`config.mk`:
```
export PLATFORM = sky130hd
export DESIGN_NAME = can_msgobj_enable_status
export DESIGN_NICKNAME = d
export VERILOG_FILES = /design/src/rtl/can_busy_pkg.sv /design/src/rtl/can_msgobj_enable_status.sv /design/src/rtl/msgobj_busy_bit.sv /design/src/rtl/wb_sfr_port.sv
export SDC_FILE = /design/constraint.sdc
export NUM_CORES = 1
export LEC_CHECK = 0
export ABC_AREA = 1
export BUFFER_PORTS_ARGS = -buffer_cell sky130_fd_sc_hd__buf_2
export CAP_MARGIN = 20
export CORE_MARGIN = 8
export CORE_UTILIZATION = 35
export DETAILED_ROUTE_END_ITERATION = 12
export GPL_ROUTABILITY_DRIVEN = 1
export SYNTH_ARGS = -nofsm -noshare
export SYNTH_HDL_FRONTEND = slang
export SYNTH_SLANG_ARGS = --single-unit
```
`constraint.sdc`:
```
create_clock -name clk_i -period 1.38 [get_ports clk_i]
set_clock_uncertainty 0.05 [all_clocks]
set_input_delay 0.414 -clock clk_i [delete_from_list [all_inputs] [get_ports clk_i]]
set_output_delay 0.414 -clock clk_i [all_outputs]
set_load 0.02 [all_outputs]
```
`src/rtl/can_busy_pkg.sv`:
```
// Shared constants, register map and carrier types for the message object busy block
package can_busy_pkg;

  localparam int NUM_OBJ = 15;
  localparam int LOW_OBJS = 8;
  localparam int HIGH_OBJS = 7;
  localparam int ADR_W = 8;
  localparam int DAT_W = 8;
  localparam int PAGE_W = 4;
  localparam int IRQ_W = 2;

  // Register byte addresses
  localparam logic [ADR_W-1:0] ADDR_BUSY_HIGH = 8'hce;
  localparam logic [ADR_W-1:0] ADDR_BUSY_LOW = 8'hcf;
  localparam logic [ADR_W-1:0] ADDR_PAGE = 8'hd0;
  localparam logic [ADR_W-1:0] ADDR_CTRL = 8'hd1;
  localparam logic [ADR_W-1:0] ADDR_IRQ_STATUS = 8'hd2;
  localparam logic [ADR_W-1:0] ADDR_IRQ_ENABLE = 8'hd3;
  localparam logic [ADR_W-1:0] ADDR_IRQ_CLEAR = 8'hd4;

  // Field positions
  localparam int CTRL_MODE_LSB = 6;
  localparam int IRQ_DONE_BIT = 0;
  localparam int IRQ_FLUSH_BIT = 1;

  // Reset values
  localparam logic [DAT_W-1:0] DATA_ZERO = 8'h00;
  localparam logic [PAGE_W-1:0] PAGE_RST = 4'h0;
  localparam logic [IRQ_W-1:0] IRQ_RST = 2'h0;
  localparam logic [NUM_OBJ-1:0] OBJ_NONE = 15'h0000;

  typedef enum logic [1:0] {
    MODE_DISABLED = 2'h0,
    MODE_TX = 2'h1,
    MODE_RX = 2'h2,
    MODE_AUTO_REPLY = 2'h3
  } obj_mode_t;

  typedef struct packed {
    logic cyc;
    logic stb;
    logic we;
    logic sel;
    logic [ADR_W-1:0] adr;
    logic [DAT_W-1:0] dat;
  } wb_req_t;

  typedef struct packed {
    logic ack;
    logic [DAT_W-1:0] dat;
  } wb_rsp_t;

  // Completion events from the protocol side, one bit per object, plus shared abort and standby flush bits
  typedef struct packed {
    logic [NUM_OBJ-1:0] rx_done;
    logic [NUM_OBJ-1:0] tx_done;
    logic abort;
    logic standby;
  } obj_evt_t;

endpackage

```
`src/rtl/can_msgobj_enable_status.sv`:
```
// Message object busy tracking with read-only enable status registers
//
// Chosen here: the Wishbone slave port.
module can_msgobj_enable_status (
  input wire logic clk_i,
  input wire logic rst_i,
  input can_busy_pkg::wb_req_t wb_req_i,
  input can_busy_pkg::obj_evt_t obj_evt_i,
  output can_busy_pkg::wb_rsp_t wb_rsp_o,
  output logic [can_busy_pkg::NUM_OBJ-1:0] busy_o,
  output logic [can_busy_pkg::PAGE_W-1:0] page_o,
  output logic irq_o
);

  typedef struct packed {
    logic [can_busy_pkg::PAGE_W-1:0] page;
    logic [can_busy_pkg::NUM_OBJ-1:0][1:0] mode;
    logic [can_busy_pkg::IRQ_W-1:0] irq_status;
    logic [can_busy_pkg::IRQ_W-1:0] irq_enable;
    logic irq;
  } top_state_t;

  top_state_t state_r;
  top_state_t state_nxt;

  logic wr;
  logic [can_busy_pkg::DAT_W-1:0] rdata;
  logic [can_busy_pkg::NUM_OBJ-1:0] busy;
  logic [can_busy_pkg::NUM_OBJ-1:0] obj_set;
  logic [can_busy_pkg::NUM_OBJ-1:0] obj_clr;
  logic [can_busy_pkg::NUM_OBJ-1:0] obj_done;
  logic [can_busy_pkg::NUM_OBJ-1:0] obj_sel;
  logic [1:0] new_mode;
  logic ctrl_wr;
  logic page_valid;
  logic flush;
  logic [can_busy_pkg::IRQ_W-1:0] irq_evt;

  wb_sfr_port u_port (
    .clk_i(clk_i),
    .rst_i(rst_i),
    .req_i(wb_req_i),
    .rdata_i(rdata),
    .rsp_o(wb_rsp_o),
    .wr_o(wr)
  );

  assign page_valid = state_r.page < can_busy_pkg::PAGE_W'(can_busy_pkg::NUM_OBJ);
  assign ctrl_wr = wr & (wb_req_i.adr == can_busy_pkg::ADDR_CTRL) & page_valid;
  assign new_mode = wb_req_i.dat[can_busy_pkg::CTRL_MODE_LSB +: 2];
  assign flush = obj_evt_i.abort | obj_evt_i.standby;

  genvar g;
  generate
    for (g = 0; g < can_busy_pkg::NUM_OBJ; g++) begin : g_obj
      assign obj_sel[g] = ctrl_wr & (state_r.page == can_busy_pkg::PAGE_W'(g));
      // Auto-reply objects complete only on their reply transmission
      assign obj_done[g] = (state_r.mode[g] == can_busy_pkg::MODE_AUTO_REPLY) ?
        obj_evt_i.tx_done[g] : (obj_evt_i.tx_done[g] | obj_evt_i.rx_done[g]);
      // Enabling mode written: object becomes in use
      assign obj_set[g] = obj_sel[g] & (new_mode != can_busy_pkg::MODE_DISABLED);
      // Disable, done, abort and standby free the object; an enabling rewrite keeps it in use
      assign obj_clr[g] = obj_sel[g] | obj_done[g] | flush;

      msgobj_busy_bit u_bit (
        .clk_i(clk_i),
        .rst_i(rst_i),
        .set_i(obj_set[g]),
        .clr_i(obj_clr[g]),
        .busy_o(busy[g])
      );
    end
  endgenerate

  // One means in use, zero means free
  assign busy_o = busy;

  assign irq_evt[can_busy_pkg::IRQ_DONE_BIT] = |(busy & obj_done);
  assign irq_evt[can_busy_pkg::IRQ_FLUSH_BIT] = flush & (|busy);

  always_comb begin
    rdata = can_busy_pkg::DATA_ZERO;
    unique case (wb_req_i.adr)
      can_busy_pkg::ADDR_BUSY_HIGH: begin
        // Reserved top bit reads zero
        rdata = {1'b0, busy[can_busy_pkg::NUM_OBJ-1:can_busy_pkg::LOW_OBJS]};
      end
      can_busy_pkg::ADDR_BUSY_LOW: begin
        rdata = busy[can_busy_pkg::LOW_OBJS-1:0];
      end
      can_busy_pkg::ADDR_PAGE: begin
        rdata = {4'h0, state_r.page};
      end
      can_busy_pkg::ADDR_CTRL: begin
        if (page_valid) begin
          rdata = {state_r.mode[state_r.page], 6'h00};
        end
      end
      can_busy_pkg::ADDR_IRQ_STATUS: begin
        rdata = {6'h00, state_r.irq_status};
      end
      can_busy_pkg::ADDR_IRQ_ENABLE: begin
        rdata = {6'h00, state_r.irq_enable};
      end
      default: begin
        rdata = can_busy_pkg::DATA_ZERO;
      end
    endcase
  end

  always_comb begin
    state_nxt = state_r;
    if (wr) begin
      // Busy registers have no write path at all
      unique case (wb_req_i.adr)
        can_busy_pkg::ADDR_PAGE: begin
          state_nxt.page = wb_req_i.dat[can_busy_pkg::PAGE_W-1:0];
        end
        can_busy_pkg::ADDR_IRQ_ENABLE: begin
          state_nxt.irq_enable = wb_req_i.dat[can_busy_pkg::IRQ_W-1:0];
        end
        can_busy_pkg::ADDR_IRQ_CLEAR: begin
          state_nxt.irq_status = state_r.irq_status & ~wb_req_i.dat[can_busy_pkg::IRQ_W-1:0];
        end
        default: begin
          state_nxt.page = state_r.page;
        end
      endcase
    end
    if (ctrl_wr) begin
      state_nxt.mode[state_r.page] = new_mode;
    end
    // New events win over a clear in the same cycle
    state_nxt.irq_status = state_nxt.irq_status | irq_evt;
    state_nxt.irq = |(state_nxt.irq_status & state_nxt.irq_enable);
  end

  always_ff @(posedge clk_i) begin
    if (rst_i) begin
      state_r.page <= can_busy_pkg::PAGE_RST;
      state_r.mode <= '0;
      state_r.irq_status <= can_busy_pkg::IRQ_RST;
      state_r.irq_enable <= can_busy_pkg::IRQ_RST;
      state_r.irq <= 1'b0;
    end else begin
      state_r <= state_nxt;
    end
  end

  assign page_o = state_r.page;
  assign irq_o = state_r.irq;

endmodule

```
`src/rtl/msgobj_busy_bit.sv`:
```
// One message object busy flag with set-over-clear priority
module msgobj_busy_bit (
  input wire logic clk_i,
  input wire logic rst_i,
  input wire logic set_i,
  input wire logic clr_i,
  output logic busy_o
);

  typedef struct packed {
    logic busy;
  } busy_state_t;

  busy_state_t state_r;
  busy_state_t state_nxt;

  always_comb begin
    state_nxt = state_r;
    // Enable seen in the same cycle as a clear must not be lost
    state_nxt.busy = set_i | (state_r.busy & ~clr_i);
  end

  always_ff @(posedge clk_i) begin
    if (rst_i) begin
      state_r <= '0;
    end else begin
      state_r <= state_nxt;
    end
  end

  assign busy_o = state_r.busy;

endmodule

```
`src/rtl/wb_sfr_port.sv`:
```
// Classic Wishbone slave front end: one wait state, registered read data
module wb_sfr_port (
  input wire logic clk_i,
  input wire logic rst_i,
  input can_busy_pkg::wb_req_t req_i,
  input wire logic [can_busy_pkg::DAT_W-1:0] rdata_i,
  output can_busy_pkg::wb_rsp_t rsp_o,
  output logic wr_o
);

  typedef struct packed {
    logic ack;
    logic [can_busy_pkg::DAT_W-1:0] dat;
  } port_state_t;

  port_state_t state_r;
  port_state_t state_nxt;
  logic active;

  assign active = req_i.cyc & req_i.stb;

  always_comb begin
    state_nxt = state_r;
    // Ack one cycle after the request, drop it the cycle after
    state_nxt.ack = active & ~state_r.ack;
    state_nxt.dat = (active & ~state_r.ack & ~req_i.we) ? rdata_i : can_busy_pkg::DATA_ZERO;
  end

  always_ff @(posedge clk_i) begin
    if (rst_i) begin
      state_r <= '0;
    end else begin
      state_r <= state_nxt;
    end
  end

  // Write lands on the edge where the master sees ack
  assign wr_o = active & req_i.we & req_i.sel & state_r.ack;
  assign rsp_o.ack = state_r.ack;
  assign rsp_o.dat = state_r.dat;

endmodule

```
==> impl_metrics.json <==
{
  "status": "finished with violations",
  "failed_checks": "negative setup slack",
  "drcViolationCount": 0,
  "hold_viol": 0,
  "critPathArrivalTime_ps": 1090,
  "synthCells": 698,
  "vias": 4609,
  "cp-endpoint": "page_o[0]",
  "grt_pass1_vias": 4175,
  "crit_slowest_cell": "dfxtp_4",
  "die_width_um": 123,
  "routed_wl_um": 14300,
  "gr-total-overflow": 0,
  "fin_crit_ps": 1550,
  "post-dp-hpwl_um": 10500,
  "portBuffers": 80,
  "ys_warn_count": 0,
  "place_congestion": 0.883,
  "synth_nets": 752,
  "cts_buffers": 9,
  "core_um2": 11300,
  "seq_area_um2": 1310,
  "die_area_um2": 15200,
  "maxSlewViolCount": 0,
  "areaGrowthSynthToFinish_pct": 52.4,
  "min_path_type": "primary input to flip-flop",
  "antenna_found_initial": 0,
  "avgRoutedWirePerCell_um": 14.2,
  "multi_input_area_um2": 2460,
  "crit_top_cell": "buf_4",
  "crit_fanout": 8,
  "r2r_start": "page_o[0]",
  "slowest_delay_ps": 410,
  "timing.final.crit_share": 1.12,
  "final_util": 0.540,
  "setup_viol": 50,
  "ant_nets": 0,
  "htree_levels": 3,
  "ioPinCount": 83,
  "fmax_ghz": 0.645,
  "rrSetupSlack_ps": -170,
  "grt_pass1_wl_um": 21600,
  "critPathKind": "flip-flop to output port",
  "relSlewSlack": 0.814,
  "row_count": 39,
  "cap_violations": 0,
  "dr.pass1.iters": 5,
  "ys_ff_latch": 63,
  "cp-start-kind": "flip-flop",
  "setup-tns-final_ps": -5230,
  "viasPerCell": 4.57,
  "cp-startpoint": "page_o[0]",
  "fin_nets": 916,
  "cts-root-buf": "clkbuf_16",
  "end_kind": "output port",
  "cts_tree": "done",
  "setup_ws_ps": -170,
  "cts.sinks": 63,
  "syn_area_um2": 4010,
  "required_ps": 920,
  "grt_start_max_net_pins": 25,
  "n_antenna_cell": 0,
  "cp_cell_sequence": "buf_4 > buf_4",
  "nFillCells": 1145,
  "reg2reg_depth": 11,
  "initial_core_util": 0.355,
  "avgSynthCellArea_um2": 5.75,
  "final_cell_mix": "nand2_1 (240), buf_4 (103), inv_1 (99)",
  "tightestPinTransition_ps": 278,
  "path_clk_slew_ps": 60,
  "cts_hold_buf": 0,
  "die_h_um": 123,
  "leakagePower_nw": 3.34,
  "power_density_nw_per_um2": 719,
  "synth_cell_types": 24,
  "drt-initial-drc-count": 372,
  "ys_seq_area_frac": 0.314,
  "insertion_delay_ps": 330,
  "drive_above_1_share": 0.381,
  "finalPower_w": 0.00440,
  "r2r-end": "g_obj[3].u_bit.busy_o",
  "cts.path.max_buffers": 2,
  "grt.total_usage": 0.184,
  "layout_commonest_cell": "nand2_1",
  "peakVddDrop_mv": 0.558,
  "rsz0062_at_grt": "true"
}
metrics by stage:
step / setup WS, ps / cells / hold slack (ps) / instance area [µm²]
final: -170 / 1009 / 213 / 6120
after global routing: -242 / 1009 / 217 / 6120
after CTS: -140 / 1003 / 215 / 5640
after detailed placement: -334 / 988 / 434 / 5240
after global placement: -328 / 988 / 436 / 5240
after floorplan: -74.1 / 698 / 410 / 4040
area by class of cell:
type	count	share of cell area
well taps	143	0.0292
clock buffers	10	0.0374
multi-input cells	489	0.403
repair buffers	190	0.240
clock inverters	5	0.00818
flip-flops and latches	63	0.213
inverters	109	0.0689
flip-flops by register name, indices dropped and copies added, names as in the netlist:
register,flops
irq_o,1
page_o,4
g_obj.u_bit.busy_o,15
state_r,34
u_port.rsp_o,9
worst min-delay path by stage:
stage	from	end	slack (ps)	depth (start not counted)
after floorplan	state_r[4]	state_r[4]	410	2
after global placement	state_r[4]	state_r[4]	440	2
after detailed placement	state_r[4]	state_r[4]	430	2
after CTS	rst_i	u_port.rsp_o[8]	210	2
after global routing	rst_i	u_port.rsp_o[8]	220	2
final	rst_i	u_port.rsp_o[8]	210	2
metal layers:
| metal | wire [µm] | vias up | share of wire | track usage |
|---|---|---|---|---|
| met1 | 6520 | 2049 | 0.45 | 0.240 |
| met2 | 6760 | 133 | 0.47 | 0.301 |
| met3 | 858 | 17 | 0.060 | 0.0397 |
| li1 | - | 2410 | - | - |
| met5 | 0 | - | 0 | 0 |
| met4 | 203 | 0 | 0.014 | 0.0534 |
critical path, delay by kind of cell (launching register included):
kind	cells	cell delay, ps
DFF	1	410
buffers and inverters	2	350
power by group:
part	switching, W	internal [W]
Combinational	0.000206	0.000174
Sequential	0.00000134	0.00181
Clock	0.000834	0.00137
Total	0.00104	0.00336
timing repair:
action                     4_1_cts  5_1_grt
setup endpoints to repair       72       73
cloned                           0        3
pin swaps                        0       36
gates resized for setup         58      115
buffers inserted                 1        5
cells in the mapped netlist:
cell type / instances / area, µm²
nand2_1: 267 / 1000
nor2_1: 113 / 424
inv_1: 108 / 405
dfxtp_1: 63 / 1260
nand3_1: 47 / 235
buf_4: 21 / 158
nand4_1: 18 / 113
o21ai_0: 11 / 55.1
nand2_4: 10 / 113
a21oi_1: 9 / 45.0
buf_1: 5 / 18.8
buf_2: 5 / 25.0
clkbuf_1: 5 / 18.8
nand2_2: 3 / 18.8
nor3_1: 3 / 15.0
o211ai_1: 2 / 15.0
buf_12: 1 / 20.0
inv_2: 1 / 3.75
nor2_2: 1 / 6.26
nor2_4: 1 / 11.3
nor2_8: 1 / 20.0
nor2b_4: 1 / 13.8
nor3_2: 1 / 10.0
o22ai_1: 1 / 6.26
logic make-up after synthesis:
family,count (synthesis),share of synthesized area
AOI/OAI and AO/OA,23,0.0302
and+or+nand+nor,466,0.494
DFF,63,0.314
buffers and inverters,146,0.162
Power figures use the tool's default switching activity.
